[config.mk]
export PLATFORM = sky130hd
export DESIGN_NAME = pss_ctrl
export DESIGN_NICKNAME = d
export VERILOG_FILES = /design/src/rtl/pss_pkg.sv /design/src/rtl/pss_ctrl.sv
export SDC_FILE = /design/constraint.sdc
export NUM_CORES = 1
export LEC_CHECK = 0
export ABC_AREA = 0
export BUFFER_PORTS_ARGS = -buffer_cell sky130_fd_sc_hd__buf_2
export CORE_MARGIN = 1
export CORE_UTILIZATION = 50
export DETAILED_ROUTE_END_ITERATION = 7
export PLACE_DENSITY = 0.77
export REMOVE_ABC_BUFFERS = 1
export SETUP_SLACK_MARGIN = 0.4
export SLEW_MARGIN = 10
export SYNTH_ARGS = -nofsm -noshare
export SYNTH_HDL_FRONTEND = slang
export SYNTH_SLANG_ARGS = --single-unit
[constraint.sdc]
create_clock -name mclk_i -period 2.22 [get_ports mclk_i]
set_clock_uncertainty 0.15 [all_clocks]
set_input_delay 0.222 -clock mclk_i [delete_from_list [all_inputs] [get_ports mclk_i]]
set_output_delay 0.222 -clock mclk_i [all_outputs]
set_load 0.1 [all_outputs]
[src/rtl/pss_pkg.sv]
// package for the power save and scaling controller
package pss_pkg;

   // register indices of the plain register port
   localparam logic [3:0] ADDR_CTRL   = 4'h0;
   localparam logic [3:0] ADDR_RESTART = 4'h1;
   localparam logic [3:0] ADDR_WAKEEN = 4'h2;
   localparam logic [3:0] ADDR_STATUS = 4'h3;
   localparam logic [3:0] ADDR_CAUSE  = 4'h4;

   // control register field positions
   localparam int CTRL_DEEP   = 0;
   localparam int CTRL_RETAIN = 1;
   localparam int CTRL_BACKUP = 2;
   localparam int CTRL_FASTW  = 3;
   localparam int CTRL_SLP_L  = 4;
   localparam int CTRL_LVL_L  = 6;
   localparam int CTRL_PSREQ = 8;
   localparam int CTRL_RUN_L = 9;

   // wake enable field positions
   localparam int WEN_STABLE = 0;
   localparam int WEN_PER  = 1;

   // restart oscillator selection
   localparam logic [1:0] OSC_SYS_RC  = 2'h0;
   localparam logic [1:0] OSC_FAST_RC = 2'h1;

   localparam logic [1:0] LVL_LOW       = 2'h1;
   localparam logic [1:0] LVL_RESET     = 2'h0;
   localparam logic [1:0] SLEEP_AHB_ON  = 2'h0;
   localparam logic [1:0] SLEEP_APB_OFF = 2'h2;
   localparam logic [1:0] CAUSE_STABLE  = 2'h1;
   localparam logic [1:0] CAUSE_PERIPH  = 2'h2;
   localparam logic [1:0] RUN_BASE      = 2'h0;
   localparam logic [1:0] SLEEP_SRC_OFF = 2'h3;

   // settle times in ns and derived cycle counts at 25 MHz
   localparam int CLK_NS          = 40;
   localparam int REG_READY_NS    = 20000;
   localparam int FAST_SWITCH_NS  = 2000;
   localparam int SYS_RC_WAKE_NS  = 3000;
   localparam int FAST_RC_WAKE_NS = 400;
   localparam int SRC_WAKE_NS     = 1000;
   localparam int FLASH_WAKE_NS   = 800;
   localparam int CORE_RST_NS     = 4000;
   localparam int REG_READY_CYC   = REG_READY_NS / CLK_NS;
   localparam int FAST_SW_CYC     = (FAST_SWITCH_NS + CLK_NS - 1) / CLK_NS;
   localparam int SYS_RC_CYC      = (SYS_RC_WAKE_NS + CLK_NS - 1) / CLK_NS;
   localparam int FAST_RC_CYC     = (FAST_RC_WAKE_NS + CLK_NS - 1) / CLK_NS;
   localparam int SRC_WAKE_CYC    = (SRC_WAKE_NS + CLK_NS - 1) / CLK_NS;
   localparam int FLASH_CYC       = (FLASH_WAKE_NS + CLK_NS - 1) / CLK_NS;
   localparam int CORE_RST_CYC    = (CORE_RST_NS + CLK_NS - 1) / CLK_NS;
   localparam int CNT_W           = 10;

   typedef enum logic [6:0] {
      ST_RUN     = 7'h01,
      ST_SLEEP   = 7'h02,
      ST_DEEP    = 7'h04,
      ST_BACKUP  = 7'h08,
      ST_SWITCH  = 7'h10,
      ST_OSC     = 7'h20,
      ST_FLASH   = 7'h40
   } pss_state_t;

   // clock and power gates driven toward the chip
   typedef struct packed {
      logic cpu_clk_en;
      logic ahb_clk_en;
      logic apb_clk_en;
      logic src_clk_en;
      logic sys_rc_en;
      logic slow_clk_en;
      logic core_pwr_en;
      logic core_rst;
   } pss_gates_t;

   // backup wake sources
   typedef struct packed {
      logic ext_irq;
      logic bod_main;
      logic bod_core;
      logic timer_evt;
      logic wdt_irq;
   } pss_bkwake_t;

endpackage : pss_pkg

[src/rtl/pss_ctrl.sv]
// power save mode sequencer and run-time power scaling controller
//
// Added by the designer: the plain strobed port and the register offsets.
`timescale 1ns/10ps
module pss_ctrl
   import pss_pkg::*;
(
   input  wire logic        mclk_i,
   input  wire logic        rst_b_i,
   input  wire logic [3:0]  addr_i,
   input  wire logic [15:0] wdata_i,
   input  wire logic        wr_i,
   input  wire logic        rd_i,
   output logic      [15:0] rdata_o,
   input  wire logic        wfi_i,
   input  wire logic        irq_i,
   input  wire logic        periph_wake_i,
   input  wire logic        reg_ready_i,
   input  wire pss_bkwake_t bk_wake_i,
   input  wire logic        bk_reset_i,
   output pss_gates_t       gates_o,
   output logic [1:0]       reg_level_o,
   output logic [1:0]       run_mode_o,
   output logic [1:0]       restart_osc_o,
   output logic             flash_1ws_o,
   output logic             pm_wake_irq_o,
   output logic             feat_hs_en_o
);

   pss_state_t       state_q;
   logic             deep_q, retain_q, backup_q, fastw_q, psreq_q;
   logic [1:0]       sleep_lvl_q, lvl_field_q, lvl_applied_q, run_q, run_saved_q;
   logic [1:0]       fast_osc_q;
   logic [1:0]       wake_en_q;
   logic [1:0]       cause_q;
   logic             stable_q;
   logic [CNT_W-1:0] cnt_q;
   logic             ready_s1_q, ready_s2_q;
   logic [4:0]       bk_s1_q, bk_s2_q;
   logic             rst_s1_q, rst_s2_q, pw_s1_q, pw_s2_q;
   logic             scaling_q;
   logic             src_stopped;
   logic             cnt_done;

   assign cnt_done    = (cnt_q == '0);
   assign src_stopped = (sleep_lvl_q == SLEEP_SRC_OFF);

   // pin synchronisers
   always_ff @(posedge mclk_i or negedge rst_b_i) begin
      if (!rst_b_i) begin
         ready_s1_q <= 1'b0;
         ready_s2_q <= 1'b0;
         bk_s1_q    <= '0;
         bk_s2_q    <= '0;
         rst_s1_q   <= 1'b0;
         rst_s2_q   <= 1'b0;
         pw_s1_q    <= 1'b0;
         pw_s2_q    <= 1'b0;
      end else begin
         ready_s1_q <= reg_ready_i;
         ready_s2_q <= ready_s1_q;
         bk_s1_q    <= bk_wake_i;
         bk_s2_q    <= bk_s1_q;
         rst_s1_q   <= bk_reset_i;
         rst_s2_q   <= rst_s1_q;
         pw_s1_q    <= periph_wake_i;
         pw_s2_q    <= pw_s1_q;
      end
   end

   // register writes
   always_ff @(posedge mclk_i or negedge rst_b_i) begin
      if (!rst_b_i) begin
         deep_q      <= 1'b0;
         retain_q    <= 1'b0;
         backup_q    <= 1'b0;
         fastw_q     <= 1'b0;
         sleep_lvl_q <= '0;
         lvl_field_q <= LVL_RESET;
         run_q       <= RUN_BASE;
         fast_osc_q  <= OSC_SYS_RC;
         wake_en_q   <= '0;
      end else if (state_q == ST_BACKUP && rst_s2_q) begin
         run_q    <= RUN_BASE;
         backup_q <= 1'b0;
      end else if (wr_i) begin
         unique case (addr_i)
            ADDR_CTRL: begin
               deep_q      <= wdata_i[CTRL_DEEP];
               retain_q    <= wdata_i[CTRL_RETAIN];
               backup_q    <= wdata_i[CTRL_BACKUP];
               fastw_q     <= wdata_i[CTRL_FASTW];
               sleep_lvl_q <= wdata_i[CTRL_SLP_L +: 2];
               if (state_q == ST_RUN && !psreq_q) begin
                  lvl_field_q <= wdata_i[CTRL_LVL_L +: 2];
               end
               run_q       <= wdata_i[CTRL_RUN_L +: 2];
            end
            ADDR_RESTART: fast_osc_q <= wdata_i[1:0];
            ADDR_WAKEEN:  wake_en_q  <= wdata_i[1:0];
            default: begin
            end
         endcase
      end
   end

   // scaling request flag, cleared by hardware once applied
   always_ff @(posedge mclk_i or negedge rst_b_i) begin
      if (!rst_b_i) begin
         psreq_q <= 1'b0;
      end else if (wr_i && addr_i == ADDR_CTRL && wdata_i[CTRL_PSREQ]) begin
         psreq_q <= 1'b1;
      end else if (state_q == ST_SWITCH && scaling_q && cnt_done && ready_s2_q) begin
         psreq_q <= 1'b0;
      end
   end

   // read port, data in the following cycle
   always_ff @(posedge mclk_i or negedge rst_b_i) begin
      if (!rst_b_i) begin
         rdata_o <= '0;
      end else if (rd_i) begin
         unique case (addr_i)
            ADDR_CTRL:    rdata_o <= {5'h00, run_q, psreq_q, lvl_field_q, sleep_lvl_q,
                                      fastw_q, backup_q, retain_q, deep_q};
            ADDR_RESTART: rdata_o <= {14'h0000, fast_osc_q};
            ADDR_WAKEEN:  rdata_o <= {14'h0000, wake_en_q};
            ADDR_STATUS:  rdata_o <= {15'h0000, stable_q};
            ADDR_CAUSE:   rdata_o <= {14'h0000, cause_q};
            default:      rdata_o <= '0;
         endcase
      end else begin
         rdata_o <= '0;
      end
   end

   // mode sequencer
   always_ff @(posedge mclk_i or negedge rst_b_i) begin
      if (!rst_b_i) begin
         state_q     <= ST_RUN;
         cnt_q       <= '0;
         scaling_q     <= 1'b0;
         stable_q      <= 1'b1;
         run_saved_q   <= RUN_BASE;
         lvl_applied_q <= LVL_RESET;
      end else begin
         if (!cnt_done) begin
            cnt_q <= cnt_q - 1'b1;
         end
         unique case (state_q)
            ST_RUN: begin
               if (wfi_i && psreq_q && stable_q) begin
                  state_q   <= ST_SWITCH;
                  scaling_q <= 1'b1;
                  stable_q  <= 1'b0;
                  cnt_q     <= CNT_W'(REG_READY_CYC);
               end else if (wfi_i && !deep_q && !backup_q) begin
                  state_q <= ST_SLEEP;
               end else if (wfi_i && deep_q && backup_q) begin
                  state_q     <= ST_BACKUP;
                  run_saved_q <= run_q;
               end else if (wfi_i && deep_q) begin
                  state_q     <= ST_DEEP;
                  run_saved_q <= run_q;
               end
            end
            ST_SLEEP: begin
               if (irq_i) begin
                  state_q <= src_stopped ? ST_OSC : ST_RUN;
                  cnt_q   <= src_stopped ? CNT_W'(SRC_WAKE_CYC) : '0;
               end
            end
            ST_DEEP: begin
               if (wake_en_q[WEN_PER] && pw_s2_q) begin
                  state_q  <= ST_SWITCH;
                  stable_q <= 1'b0;
                  cnt_q    <= fastw_q ? CNT_W'(FAST_SW_CYC) : CNT_W'(REG_READY_CYC);
               end
            end
            ST_BACKUP: begin
               if (rst_s2_q || |bk_s2_q) begin
                  state_q  <= ST_SWITCH;
                  stable_q <= 1'b0;
                  cnt_q    <= CNT_W'(CORE_RST_CYC + REG_READY_CYC);
               end
            end
            ST_SWITCH: begin
               if (scaling_q && cnt_done && ready_s2_q) begin
                  state_q   <= ST_RUN;
                  scaling_q <= 1'b0;
                  // new level reaches the regulator only once the cpu is halted
                  lvl_applied_q <= lvl_field_q;
                  stable_q  <= 1'b1;
               end else if (!scaling_q && cnt_done && (fastw_q || ready_s2_q)) begin
                  state_q <= ST_OSC;
                  cnt_q   <= (fast_osc_q == OSC_FAST_RC) ? CNT_W'(FAST_RC_CYC) : CNT_W'(SYS_RC_CYC);
               end
            end
            ST_OSC: begin
               if (cnt_done) begin
                  // flash wake follows every deep or backup restart
                  state_q <= deep_q ? ST_FLASH : ST_RUN;
                  cnt_q   <= deep_q ? CNT_W'(FLASH_CYC) : '0;
               end
            end
            ST_FLASH: begin
               if (cnt_done) begin
                  state_q <= ST_RUN;
               end
            end
            default: state_q <= ST_RUN;
         endcase
         // regulator catching up after a fast wake
         if (!stable_q && !scaling_q && (state_q == ST_OSC || state_q == ST_FLASH || state_q == ST_RUN)
             && ready_s2_q) begin
            stable_q <= 1'b1;
         end
      end
   end

   // wake cause: bit0 stable event, bit1 peripheral
   always_ff @(posedge mclk_i or negedge rst_b_i) begin
      if (!rst_b_i) begin
         cause_q       <= '0;
         pm_wake_irq_o <= 1'b0;
      end else if (state_q == ST_SWITCH && scaling_q && cnt_done && ready_s2_q
                   && wake_en_q[WEN_STABLE]) begin
         cause_q       <= CAUSE_STABLE;
         pm_wake_irq_o <= 1'b1;
      end else if (state_q == ST_DEEP && wake_en_q[WEN_PER] && pw_s2_q) begin
         cause_q       <= CAUSE_PERIPH;
         pm_wake_irq_o <= 1'b1;
      end else if (rd_i && addr_i == ADDR_CAUSE) begin
         pm_wake_irq_o <= 1'b0;
      end
   end

   // gate and output drive
   always_ff @(posedge mclk_i or negedge rst_b_i) begin
      if (!rst_b_i) begin
         gates_o       <= '0;
         reg_level_o   <= LVL_RESET;
         run_mode_o    <= RUN_BASE;
         restart_osc_o <= OSC_SYS_RC;
         flash_1ws_o   <= 1'b0;
         feat_hs_en_o  <= 1'b0;
      end else begin
         gates_o.cpu_clk_en  <= (state_q == ST_RUN);
         gates_o.ahb_clk_en  <= (state_q == ST_RUN) || (state_q == ST_SLEEP && sleep_lvl_q == SLEEP_AHB_ON);
         gates_o.apb_clk_en  <= (state_q == ST_RUN) || (state_q == ST_SLEEP && sleep_lvl_q < SLEEP_APB_OFF);
         gates_o.src_clk_en  <= (state_q == ST_RUN) || (state_q == ST_SLEEP && !src_stopped)
                                || state_q == ST_FLASH;
         gates_o.sys_rc_en   <= !(state_q == ST_DEEP || state_q == ST_BACKUP);
         gates_o.slow_clk_en <= 1'b1;
         gates_o.core_pwr_en <= (state_q != ST_BACKUP);
         gates_o.core_rst    <= (state_q == ST_BACKUP) || (state_q == ST_SWITCH && !scaling_q && backup_q);
         reg_level_o         <= lvl_applied_q;
         run_mode_o          <= (state_q == ST_RUN) ? run_q : run_saved_q;
         restart_osc_o       <= fast_osc_q;
         flash_1ws_o         <= !stable_q && !scaling_q;
         feat_hs_en_o        <= (lvl_applied_q != LVL_LOW);
      end
   end

endmodule : pss_ctrl

==> results.py, run 1 <==
metrics = {
    "outcome": {
        "outcome": "finished, violations left",
        "violations": "setup timing",
    },
    "clock_network": {
        "clock_tree.root_cell": "sky130_fd_sc_hd__clkbuf_8",
        "cts_made_buffers": 9,
        "cts_tree": "built",
        "htree_num_levels": 3,
        "clock_transition_at_path_regs_ns": 0.09,
        "clock_sinks": 84,
        "clkLatencyLatePin_ns": 0.37,
        "clk_path_buf_depth": 2,
    },
    "floorplanning": {
        "io_pins": 67,
        "start_util_pct": 52.6,
        "die_x_um": 90.3,
        "fp-row-count": 31,
        "floorplan.die.height_um": 90.3,
        "core-area_um2": 7410,
        "die_area_um2": 8150,
    },
    "power": {
        "power.internal_mw": 4.30,
        "total_switching_power_mw": 3.39,
        "power_per_cell_area_nw_per_um2": 1340,
        "power_switching_share_pct": 44.1,
        "worst_ir_drop_vdd_mv": 0.700,
        "pwr-share-comb_pct": 57.0,
        "seq_power_share_pct": 27.9,
        "leakage_nw": 2.72,
        "power.clock.fraction_pct": 15.2,
    },
    "grt": {
        "overflow": 0,
        "wire_length_of_the_first_global_routing_pass_um": 18500,
        "global_route.usage.met3_pct": 3.79,
        "first_global_vias": 3647,
        "met2_usage_pct": 48.9,
        "grt_use_total_pct": 29.3,
        "largest_net_degree_at_the_start_of_global_routing": 44,
        "grt.met1_usage_pct": 38.4,
        "gr-max-usage-layer": "met2",
        "initial_antenna_violation_count": 0,
    },
    "detailed_routing": {
        "ant_nets": 0,
        "routed-via-count": 3713,
        "detail_route.wl_per_cell_um": 19.6,
        "detail_route.first_pass.iterations": 5,
        "postRouteWirelength_um": 12000,
        "dr.first_iter.drc_count": 387,
        "vias_per_cell": 6.06,
        "detail_route.drc_violations": 0,
    },
    "final_layout": {
        "fillerInstances": 429,
        "layoutNonFillerInstCount": 613,
        "post_route_cells_drive_above_1_share_pct": 43.6,
        "final_core_util_pct": 77.5,
        "layout.nets": 547,
        "number_of_diodes": 0,
        "synthToLayoutAreaGrowth_pct": 47.2,
    },
    "synth": {
        "yosysWarnings": 0,
        "yosysMostFrequentCell": "sky130_fd_sc_hd__dfrtp_1",
        "postSynthRegisterBits": 84,
        "synth_sequential_area_ratio_pct": 54.0,
        "post_synth_inst_count": 360,
        "synth-main-ff-cell": "sky130_fd_sc_hd__dfrtp_1",
        "synth.distinct_cells": 64,
        "cell_area_after_synthesis_um2": 3900,
        "synthTopCellsByArea": "sky130_fd_sc_hd__dfrtp_1, sky130_fd_sc_hd__mux2_2, sky130_fd_sc_hd__nand2_1",
        "synth_edf_count": 0,
        "asyncSetResetFlopFracSynth_pct": 100,
        "syn_avg_cell_area_um2": 10.8,
        "yosys_top_cell_area_share_pct": 52.6,
        "yosysTopAreaCell": "sky130_fd_sc_hd__dfrtp_1",
        "synth.cells.most_frequent": "sky130_fd_sc_hd__dfrtp_1, sky130_fd_sc_hd__nand2_1, sky130_fd_sc_hd__nor2_1",
    },
    "sta": {
        "report.final.setup_viol": 16,
        "relSlewSlack_pct": 50.4,
        "timing_max_transition_violations_final": 0,
        "fin_crit_period_ns": 2.36,
        "grt_setup_unrepaired": "yes",
        "post-route-period-util_pct": 106,
        "worstMarginPinSlew_ns": 0.743,
        "timing.final.ws_setup_ns": -0.135,
        "achievable_freq_mhz": 425,
        "final_hold_viol_count": 0,
        "worst_hold_slack_ns": 0.0119,
    },
    "hold_path": {
        "hold_path_depth": 3,
        "timing.hold.worst.start": "wdata_i[2]",
        "hold_end": "backup_q$_DFFE_PN0P_",
        "min-delay-path-class": "primary input to register",
    },
    "worst_setup_path": {
        "critical_path_peak_fanout": 8,
        "worst_ep_arrival_time_ns": 2.42,
        "critPathRequiredTime_ns": 2.29,
        "path_class": "register to register",
        "setup_slack_on_the_worst_flop_to_flop_path_ns": -0.14,
        "worst_setup_path_start_kind": "register",
        "critical_path.endpoint_type": "register",
        "timing.reg2reg.worst_path_depth": 8,
        "timing.rr.start": "cnt_q[0]$_DFF_PN0_",
        "worstReg2RegEnd": "cnt_q[8]$_DFF_PN0_",
    },
    "run": {
        "max_cap_viol_count": 0,
    },
    "place": {
        "io_buffers": 56,
        "dpl.cell_count": 556,
        "place_hpwl_um": 7380,
        "finalWeightedCongestion": 0.908,
        "detailedPlace.worstSlack_ns": -0.218,
    },
}
## sequential cells by signal, summed over array words and instances (netlist names), 2 cells and up
signal	count
bk_s2_q	5
cnt_q	10
bk_s1_q	5
rdata_o	11
sleep_lvl_q	2
lvl_applied_q	2
cause_q	2
lvl_field_q	2
restart_osc_o	2
run_saved_q	2
run_mode_o	2
wake_en_q	2
run_q	2
state_q	7
fast_osc_q	2
reg_level_o	2
gates_o	8
## cell usage in the layout (no fill, tap or decap), drive strengths merged, types with 6 or more instances in the layout
master / instances
clkbuf: 10
mux2: 15
a21oi: 15
nor3b: 7
and2: 11
o21ai: 13
nand2: 27
buf: 131
dlygate4sd3: 21
inv: 16
conb: 6
a31oi: 6
nor4: 8
dfrtp: 82
mux2i: 7
or3: 9
nand3: 12
nor2: 26
nor3: 13
## stage by stage
step | area (µm²) | total power [mW] | TNS [ns]
3_3_place_gp | 4650 | 5.26 | -0.797
2_1_floorplan | 3820 | 4.16 | -0.523
6_report | 5740 | 7.68 | -1.17
4_1_cts | 5480 | 7.14 | -0.327
5_1_grt | 5740 | 7.98 | -2.62
3_5_place_dp | 4650 | 5.32 | -1.14
## logic make-up (layout without fill, tap and decap cells)
logic type | Yosys count | in the layout | share of synthesized area, %
and+or+nand+nor | 138 | 138 | 20.3
DFF | 84 | 84 | 54.0
AOI/OAI and AO/OA | 74 | 74 | 13.2
buffers and inverters | 30 | 180 | 3.69
muxes | 22 | 22 | 6.13
xor gates and xnor gates | 7 | 7 | 1.57
adders and majority gates | 3 | 3 | 0.963
other | 2 | 6 | 0.193
## power groups by stage
stage	sequential [mW]	clock [mW]	combinational, mW
after floorplan	2.77	0	1.39
after global placement	2.11	0	3.15
after detailed placement	2.12	0	3.20
after CTS	2.12	1.17	3.85
after global routing	2.17	1.23	4.58
final	2.14	1.16	4.38
## metal layers
metal / routed length [µm] / vias to the layer above
li1: - / 1609
met3: 885 / 53
met1: 4730 / 1827
met5: 0 / -
met4: 397 / 0
met2: 6000 / 224
## timing repair
action	4_1_cts	5_1_grt
endpoints found under the hold margin	64	0
buffers inserted	8	13
hold buffers	21	0
gates resized for setup	77	33
endpoints found under the setup margin	44	45
pin swaps	21	13
## cell type report
type                    instances  area [µm²]  share of cell area (%)
multi-input cells             250        2100                    36.5
clock buffers                  10         138                    2.40
repair buffers                152        1150                    20.1
clock inverters                 5        67.6                    1.18
inverters                      13        53.8                   0.937
well taps                      99         124                    2.16
flip-flops and latches         84        2110                    36.7
## critical path, stage by stage (launching register included)
cell and delay, ns:
sky130_fd_sc_hd__dfrtp_1 0.40, sky130_fd_sc_hd__inv_2 0.09, sky130_fd_sc_hd__ha_4 0.13, sky130_fd_sc_hd__or3b_4 0.40, sky130_fd_sc_hd__nor3_4 0.24, sky130_fd_sc_hd__inv_4 0.10, sky130_fd_sc_hd__o21a_4 0.25, sky130_fd_sc_hd__nor3_4 0.30
sky130_fd_sc_hd__a32oi_1 0.15
## how the worst max path moves through the flow
stage / slack (ns) / to / startpoint
floorplan: -0.10 / cnt_q[0]$_DFF_PN0_ / cnt_q[0]$_DFF_PN0_
global placement: -0.28 / cnt_q[9]$_DFF_PN0_ / cnt_q[0]$_DFF_PN0_
detailed placement: -0.22 / cnt_q[9]$_DFF_PN0_ / cnt_q[0]$_DFF_PN0_
CTS: -0.06 / cnt_q[2]$_DFF_PN0_ / cnt_q[1]$_DFF_PN0_
global route: -0.23 / cnt_q[8]$_DFF_PN0_ / cnt_q[1]$_DFF_PN0_
finish: -0.14 / cnt_q[8]$_DFF_PN0_ / cnt_q[0]$_DFF_PN0_
No activity file was read; power rests on OpenSTA's default activity.
==> run 2: changes to the inputs <==
BUFFER_PORTS_ARGS = not set   (was -buffer_cell sky130_fd_sc_hd__buf_2)
CORE_UTILIZATION = 57   (was 50)
DONT_BUFFER_PORTS = 1   (was not set)
==> run 2 against run 1 <==
The flow finishes with violations (DRC, hold timing, setup timing). Fmax shrank 11%. Global-route usage rose by 11 points. Wire length up 42%. Sequential power up 5%. Via count increased by 14%. Combinational power grew 7.1%. Sequential cell count unchanged. Critical endpoint is now stable_q$_DFFE_PN1P_. Largest cell class is now multi-input combinational cells. Largest power group unchanged.
==> results.py, run 2 (synthesized netlist as in run 1, its figures left out) <==
metrics = {
    "power": {
        "power_per_cell_area_nw_per_um2": 1440,
        "worst_ir_drop_vdd_mv": 0.917,
        "leakage_nw": 2.68,
        "total_power_of_the_final_layout_mw": 8.34,
    },
    "final_layout": {
        "layout.nets": 530,
        "number_of_diodes": 0,
        "postLayoutCellArea_um2": 5790,
        "final_core_util_pct": 89.7,
        "post_route_cells_drive_above_1_share_pct": 42.2,
        "largest_reg_flops": 11,
        "biggestRegsByFlops": "rdata_o x11, cnt_q x10, gates_o x8",
        "leading_cell_types_in_the_layout_fill_and_taps_excluded": "sky130_fd_sc_hd__buf_4, sky130_fd_sc_hd__dfrtp_1, sky130_fd_sc_hd__dlygate4sd3_1",
        "regMostFlops": "rdata_o",
        "layout.cells.most_common": "sky130_fd_sc_hd__buf_4",
        "synthToLayoutAreaGrowth_pct": 48.6,
    },
    "sta": {
        "report.final.setup_viol": 22,
        "grt_setup_unrepaired": "yes",
        "timing.final.ws_setup_ns": -0.423,
        "relSlewSlack_pct": 29.3,
        "timing_max_transition_violations_final": 0,
        "final_hold_viol_count": 84,
        "achievable_freq_mhz": 378,
        "worst_hold_slack_ns": -0.618,
        "worstMarginPinSlew_ns": 1.06,
        "fin_crit_period_ns": 2.64,
        "post-route-period-util_pct": 119,
    },
    "floorplanning": {
        "start_util_pct": 60.4,
        "core-area_um2": 6460,
        "io_pins": 67,
        "die_area_um2": 7170,
        "fp-row-count": 29,
        "die_x_um": 84.7,
        "floorplan.die.height_um": 84.7,
    },
    "outcome": {
        "violations": "DRC, hold timing, setup timing",
        "outcome": "finished, violations left",
    },
    "worst_setup_path": {
        "worst_ep_arrival_time_ns": 2.77,
        "setup_slack_on_the_worst_flop_to_flop_path_ns": -0.42,
        "critPathRequiredTime_ns": 2.35,
        "critical_path.endpoint_type": "register",
        "critical_path_peak_fanout": 2,
        "timing.reg2reg.worst_path_depth": 10,
        "timing.rr.start": "cnt_q[0]$_DFF_PN0_",
        "worst_setup_path_start_kind": "register",
        "path_class": "register to register",
        "worstReg2RegEnd": "stable_q$_DFFE_PN1P_",
    },
    "detailed_routing": {
        "detail_route.first_pass.iterations": 8,
        "detail_route.wl_per_cell_um": 29.7,
        "vias_per_cell": 7.35,
        "dr.first_iter.drc_count": 785,
        "detail_route.drc_violations": 2,
        "postRouteWirelength_um": 17100,
        "routed-via-count": 4226,
        "ant_nets": 0,
    },
    "grt": {
        "grt_use_total_pct": 40.6,
        "initial_antenna_violation_count": 0,
        "wire_length_of_the_first_global_routing_pass_um": 21300,
        "gr-max-usage-layer": "met2",
        "met2_usage_pct": 64.1,
        "largest_net_degree_at_the_start_of_global_routing": 85,
        "global_route.usage.met3_pct": 12.8,
        "first_global_vias": 3916,
        "overflow": 0,
        "grt.met1_usage_pct": 49.4,
    },
    "clock_network": {
        "clock_sinks": 84,
        "cts_made_buffers": 9,
        "clk_path_buf_depth": 2,
        "clock_tree.root_cell": "sky130_fd_sc_hd__clkbuf_8",
        "cts_tree": "built",
        "clock_transition_at_path_regs_ns": 0.10,
        "htree_num_levels": 3,
        "clkLatencyLatePin_ns": 0.37,
    },
    "place": {
        "placedInstanceArea_um2": 4510,
        "io_buffers": 0,
        "finalWeightedCongestion": 0.952,
        "place_hpwl_um": 7280,
    },
    "hold_path": {
        "min-delay-path-class": "primary input to asynchronous set/reset pin",
    },
    "run": {
        "max_cap_viol_count": 0,
    },
}
[run 2: changes by cell type in the layout (fill, tap and decap cells not counted), sizes merged]
cell | previous run | this run
buf | 131 | 108
bufinv | 1 | 3
clkbuf | 10 | 9
clkinv | 1 | 0
dlygate4sd3 | 21 | 27
inv | 16 | 17
[run 2: area by class of cell]
| class | instances | area (µm²) |
|---|---|---|
| well taps | 77 | 96.3 |
| multi-input cells | 250 | 2110 |
| inverters | 13 | 53.8 |
| clock inverters | 7 | 128 |
| clock buffers | 9 | 124 |
| flip-flops and latches | 84 | 2110 |
| fillers | 227 | 664 |
| repair buffers | 135 | 1170 |
[run 2: critical path, cell delays in order (launching register included)]
cell                      delay [ns]
sky130_fd_sc_hd__dfrtp_1        0.42
sky130_fd_sc_hd__inv_2          0.12
sky130_fd_sc_hd__ha_4           0.16
sky130_fd_sc_hd__or3b_4         0.41
sky130_fd_sc_hd__buf_4          0.15
sky130_fd_sc_hd__buf_6          0.11
sky130_fd_sc_hd__nor4_4         0.32
sky130_fd_sc_hd__o22ai_2        0.16
sky130_fd_sc_hd__buf_6          0.16
sky130_fd_sc_hd__o31ai_4        0.25
sky130_fd_sc_hd__nand2_1        0.14
[run 2: where the power goes]
| group | total [mW] | switching, mW | internal (mW) |
|---|---|---|---|
| logic | 4.69 | 2.80 | 1.88 |
| clock network | 1.42 | 0.649 | 0.768 |
| registers | 2.24 | 0.376 | 1.86 |
| total | 8.34 | 3.83 | 4.51 |
[run 2: through the flow]
stage	setup WS, ns	cells	setup TNS, ns
2_1_floorplan	-0.104	347	-0.523
3_3_place_gp	-0.0417	503	-0.0982
3_5_place_dp	-0.138	503	-0.688
5_1_grt	-0.570	575	-6.66
6_report	-0.423	575	-5.90
4_1_cts	-0.0540	556	-0.347
[run 2: how the worst max path moves through the flow]
stage / end / cells after the start / start / slack, ns
after CTS: lvl_applied_q[0]$_DFFE_PN0P_ / 7 / cnt_q[1]$_DFF_PN0_ / -0.05
after floorplan: cnt_q[0]$_DFF_PN0_ / 9 / cnt_q[0]$_DFF_PN0_ / -0.10
after global placement: cnt_q[0]$_DFF_PN0_ / 8 / cnt_q[1]$_DFF_PN0_ / -0.04
after global routing: stable_q$_DFFE_PN1P_ / 10 / cnt_q[0]$_DFF_PN0_ / -0.57
after detailed placement: cnt_q[0]$_DFF_PN0_ / 8 / cnt_q[1]$_DFF_PN0_ / -0.14
final: stable_q$_DFFE_PN1P_ / 10 / cnt_q[0]$_DFF_PN0_ / -0.42
[run 2: timing repair]
| action | in CTS | in global routing |
|---|---|---|
| pin swaps | 17 | 24 |
| hold buffers | 26 | 1 |
| buffers inserted | 11 | 18 |
| hold endpoints to repair | 115 | 85 |
| endpoints found under the setup margin | 44 | 45 |
| gates resized for setup | 66 | 54 |
[run 2: metal layers]
layer	wire length, µm	share of wire [%]
met1	5570	33
met2	7360	43
met3	2480	15
met4	1650	9.6
met5	0	0
==> run 3: changes to the inputs <==
CORE_UTILIZATION = 49   (was 57)
PLACE_DENSITY = 0.68   (was 0.77)
==> run 3 against run 2 <==
Sequential power barely moved. Worst setup slack improved by 0.34 ns. Core utilization fell by 15 points. The flow finishes with violations (hold timing, setup timing). Worst hold slack worse by 0.0074 ns. Die area grew 16%. Critical path depth shrank 2. Power fell by 9.6%. Clock power down 24%. Sequential cell count unchanged. Global-route usage fell by 11 points. Critical endpoint is now cnt_q[4]$_DFF_PN0_. Fmax rose by 15%. Highest routed layer unchanged. Wire length decreased by 29%.
==> results.py, run 3 (synthesized netlist as in run 1, its figures left out) <==
metrics = {
    "final_layout": {
        "post_route_cells_drive_above_1_share_pct": 42.1,
        "final_core_util_pct": 74.5,
        "leading_cell_types_in_the_layout_fill_and_taps_excluded": "sky130_fd_sc_hd__buf_4, sky130_fd_sc_hd__dfrtp_1, sky130_fd_sc_hd__dlygate4sd3_1",
        "largest_reg_flops": 11,
        "layout.nets": 531,
        "layoutNonFillerInstCount": 602,
        "regMostFlops": "rdata_o",
        "biggestRegsByFlops": "rdata_o x11, cnt_q x10, gates_o x8",
        "synthToLayoutAreaGrowth_pct": 47.7,
        "fillerInstances": 484,
        "layout.cells.most_common": "sky130_fd_sc_hd__buf_4",
    },
    "grt": {
        "first_global_vias": 3543,
        "grt.met1_usage_pct": 37.5,
        "global_route.usage.met3_pct": 6.78,
        "grt_use_total_pct": 29.3,
        "wire_length_of_the_first_global_routing_pass_um": 18300,
        "largest_net_degree_at_the_start_of_global_routing": 85,
        "initial_antenna_violation_count": 1,
        "overflow": 0,
        "met2_usage_pct": 49.1,
        "gr-max-usage-layer": "met2",
    },
    "sta": {
        "timing.final.ws_setup_ns": -0.0879,
        "worstMarginPinSlew_ns": 0.527,
        "achievable_freq_mhz": 433,
        "relSlewSlack_pct": 64.0,
        "worst_hold_slack_ns": -0.626,
        "report.final.setup_viol": 15,
        "post-route-period-util_pct": 104,
        "timing_max_transition_violations_final": 0,
        "grt_setup_unrepaired": "yes",
        "fin_crit_period_ns": 2.31,
        "final_hold_viol_count": 84,
    },
    "worst_setup_path": {
        "timing.reg2reg.worst_path_depth": 8,
        "crit_path_cell_trace": "inv_2 > ha_4 > or3b_4 > nor3_4 > inv_4 > o21a_4 > nor3b_2 > o221ai_2",
        "path_buf_inv": 2,
        "critPathRequiredTime_ns": 2.30,
        "critical_path_peak_fanout": 5,
        "worst_ep_arrival_time_ns": 2.39,
        "crit_path_max_incr_delay_ns": 0.41,
        "critical_path.slowest_cell": "sky130_fd_sc_hd__dfrtp_1",
        "timing.rr.start": "cnt_q[0]$_DFF_PN0_",
        "setup_slack_on_the_worst_flop_to_flop_path_ns": -0.09,
        "worstReg2RegEnd": "cnt_q[4]$_DFF_PN0_",
        "critical_path.top_delay_family": "simple AND/OR/NAND/NOR gates",
        "path_class": "register to register",
        "worst_setup_path_start_kind": "register",
        "critical_path.endpoint_type": "register",
    },
    "outcome": {
        "outcome": "finished, violations left",
        "violations": "hold timing, setup timing",
    },
    "floorplanning": {
        "io_pins": 67,
        "floorplan.die.height_um": 91.2,
        "core-area_um2": 7730,
        "die_area_um2": 8320,
        "die_x_um": 91.2,
        "fp-row-count": 32,
        "start_util_pct": 50.5,
    },
    "detailed_routing": {
        "vias_per_cell": 5.92,
        "detail_route.wl_per_cell_um": 20.0,
        "routed-via-count": 3565,
        "detail_route.first_pass.iterations": 5,
        "ant_nets": 0,
        "dr.first_iter.drc_count": 224,
        "postRouteWirelength_um": 12100,
        "detail_route.drc_violations": 0,
    },
    "place": {
        "finalWeightedCongestion": 0.928,
        "io_buffers": 0,
        "dpl.cell_count": 533,
        "place_hpwl_um": 7630,
    },
    "clock_network": {
        "clock_tree.root_cell": "sky130_fd_sc_hd__clkbuf_8",
        "cts-hold-fix-buffers": 26,
        "cts_tree": "built",
        "htree_num_levels": 3,
        "clkLatencyLatePin_ns": 0.38,
        "clk_path_buf_depth": 2,
        "clock_transition_at_path_regs_ns": 0.11,
        "cts_made_buffers": 9,
        "clock_sinks": 84,
    },
    "power": {
        "leakage_nw": 2.65,
        "power_per_cell_area_nw_per_um2": 1310,
        "worst_ir_drop_vdd_mv": 0.838,
    },
    "run": {
        "max_cap_viol_count": 0,
    },
    "hold_path": {
        "min-delay-path-class": "primary input to asynchronous set/reset pin",
    },
}
-- run 3: cell count changes in the layout (fill, tap and decap cells not counted), moves of 2 or more --
cell	change
sky130_fd_sc_hd__a21oi_1	+2
sky130_fd_sc_hd__a21oi_2	-3
sky130_fd_sc_hd__buf_4	+4
sky130_fd_sc_hd__bufinv_16	-3
sky130_fd_sc_hd__clkinvlp_4	+2
sky130_fd_sc_hd__nand3_2	-2
sky130_fd_sc_hd__o21ai_0	-3
sky130_fd_sc_hd__o21ai_1	+3
sky130_fd_sc_hd__or3_4	+2
-- run 3: what timing repair did --
action | 4_1_cts | 5_1_grt
buffers inserted | 16 | 10
endpoints found under the hold margin | 117 | 84
pin swaps | 16 | 14
endpoints found under the setup margin | 50 | 45
gates resized for setup | 73 | 49
-- run 3: how the worst max path moves through the flow --
stage / startpoint / endpoint / slack, ns / depth (start not counted)
4_1_cts: cnt_q[0]$_DFF_PN0_ / cnt_q[6]$_DFF_PN0_ / -0.02 / 8
3_5_place_dp: cnt_q[0]$_DFF_PN0_ / cnt_q[6]$_DFF_PN0_ / -0.09 / 8
6_report: cnt_q[0]$_DFF_PN0_ / cnt_q[4]$_DFF_PN0_ / -0.09 / 8
2_1_floorplan: cnt_q[0]$_DFF_PN0_ / cnt_q[0]$_DFF_PN0_ / -0.10 / 9
3_3_place_gp: cnt_q[1]$_DFF_PN0_ / cnt_q[2]$_DFF_PN0_ / -0.03 / 9
5_1_grt: cnt_q[0]$_DFF_PN0_ / cnt_q[4]$_DFF_PN0_ / -0.16 / 8
-- run 3: where the power goes --
part	total (mW)	internal, mW	switching [mW]	leakage [nW]
Sequential	2.21	1.86	0.346	1.04
Clock	1.08	0.433	0.646	0.0911
Combinational	4.25	1.89	2.36	1.52
Total	7.54	4.19	3.35	2.65
-- run 3: worst register-to-register path: stages (launching register included) --
cell and delay, ns:
sky130_fd_sc_hd__dfrtp_1 0.41, sky130_fd_sc_hd__inv_2 0.09, sky130_fd_sc_hd__ha_4 0.13, sky130_fd_sc_hd__or3b_4 0.41, sky130_fd_sc_hd__nor3_4 0.26, sky130_fd_sc_hd__inv_4 0.10, sky130_fd_sc_hd__o21a_4 0.24, sky130_fd_sc_hd__nor3b_2 0.25
sky130_fd_sc_hd__o221ai_2 0.13
-- run 3: final cells by class --
class | count | area [µm²] | share of cell area [%]
clock inverter | 7 | 68.8 | 1.20
sequential | 84 | 2110 | 36.7
clock buffer | 9 | 124 | 2.15
timing repair buffer | 136 | 1160 | 20.2
multi-input combinational | 250 | 2110 | 36.6
antenna | 1 | 2.50 | 0.0435
inverter | 13 | 53.8 | 0.934
tap | 102 | 128 | 2.22
-- run 3: through the flow --
stage / setup slack [ns] / total power, mW / area (µm²) / setup TNS [ns]
floorplan: -0.104 / 4.16 / 3820 / -0.523
global placement: -0.0276 / 5.33 / 4590 / -0.0935
detailed placement: -0.0889 / 5.40 / 4590 / -0.409
CTS: -0.0249 / 7.04 / 5480 / -0.0897
global route: -0.156 / 7.86 / 5760 / -2.07
finish: -0.0879 / 7.54 / 5760 / -0.738
-- run 3: layer usage --
layer	part of all wire (%)	vias up	wire length, µm
li1	-	1574	-
met4	2.5	0	306
met5	0	-	0
met2	50	161	6070
met3	6.2	32	750
met1	41	1798	4940
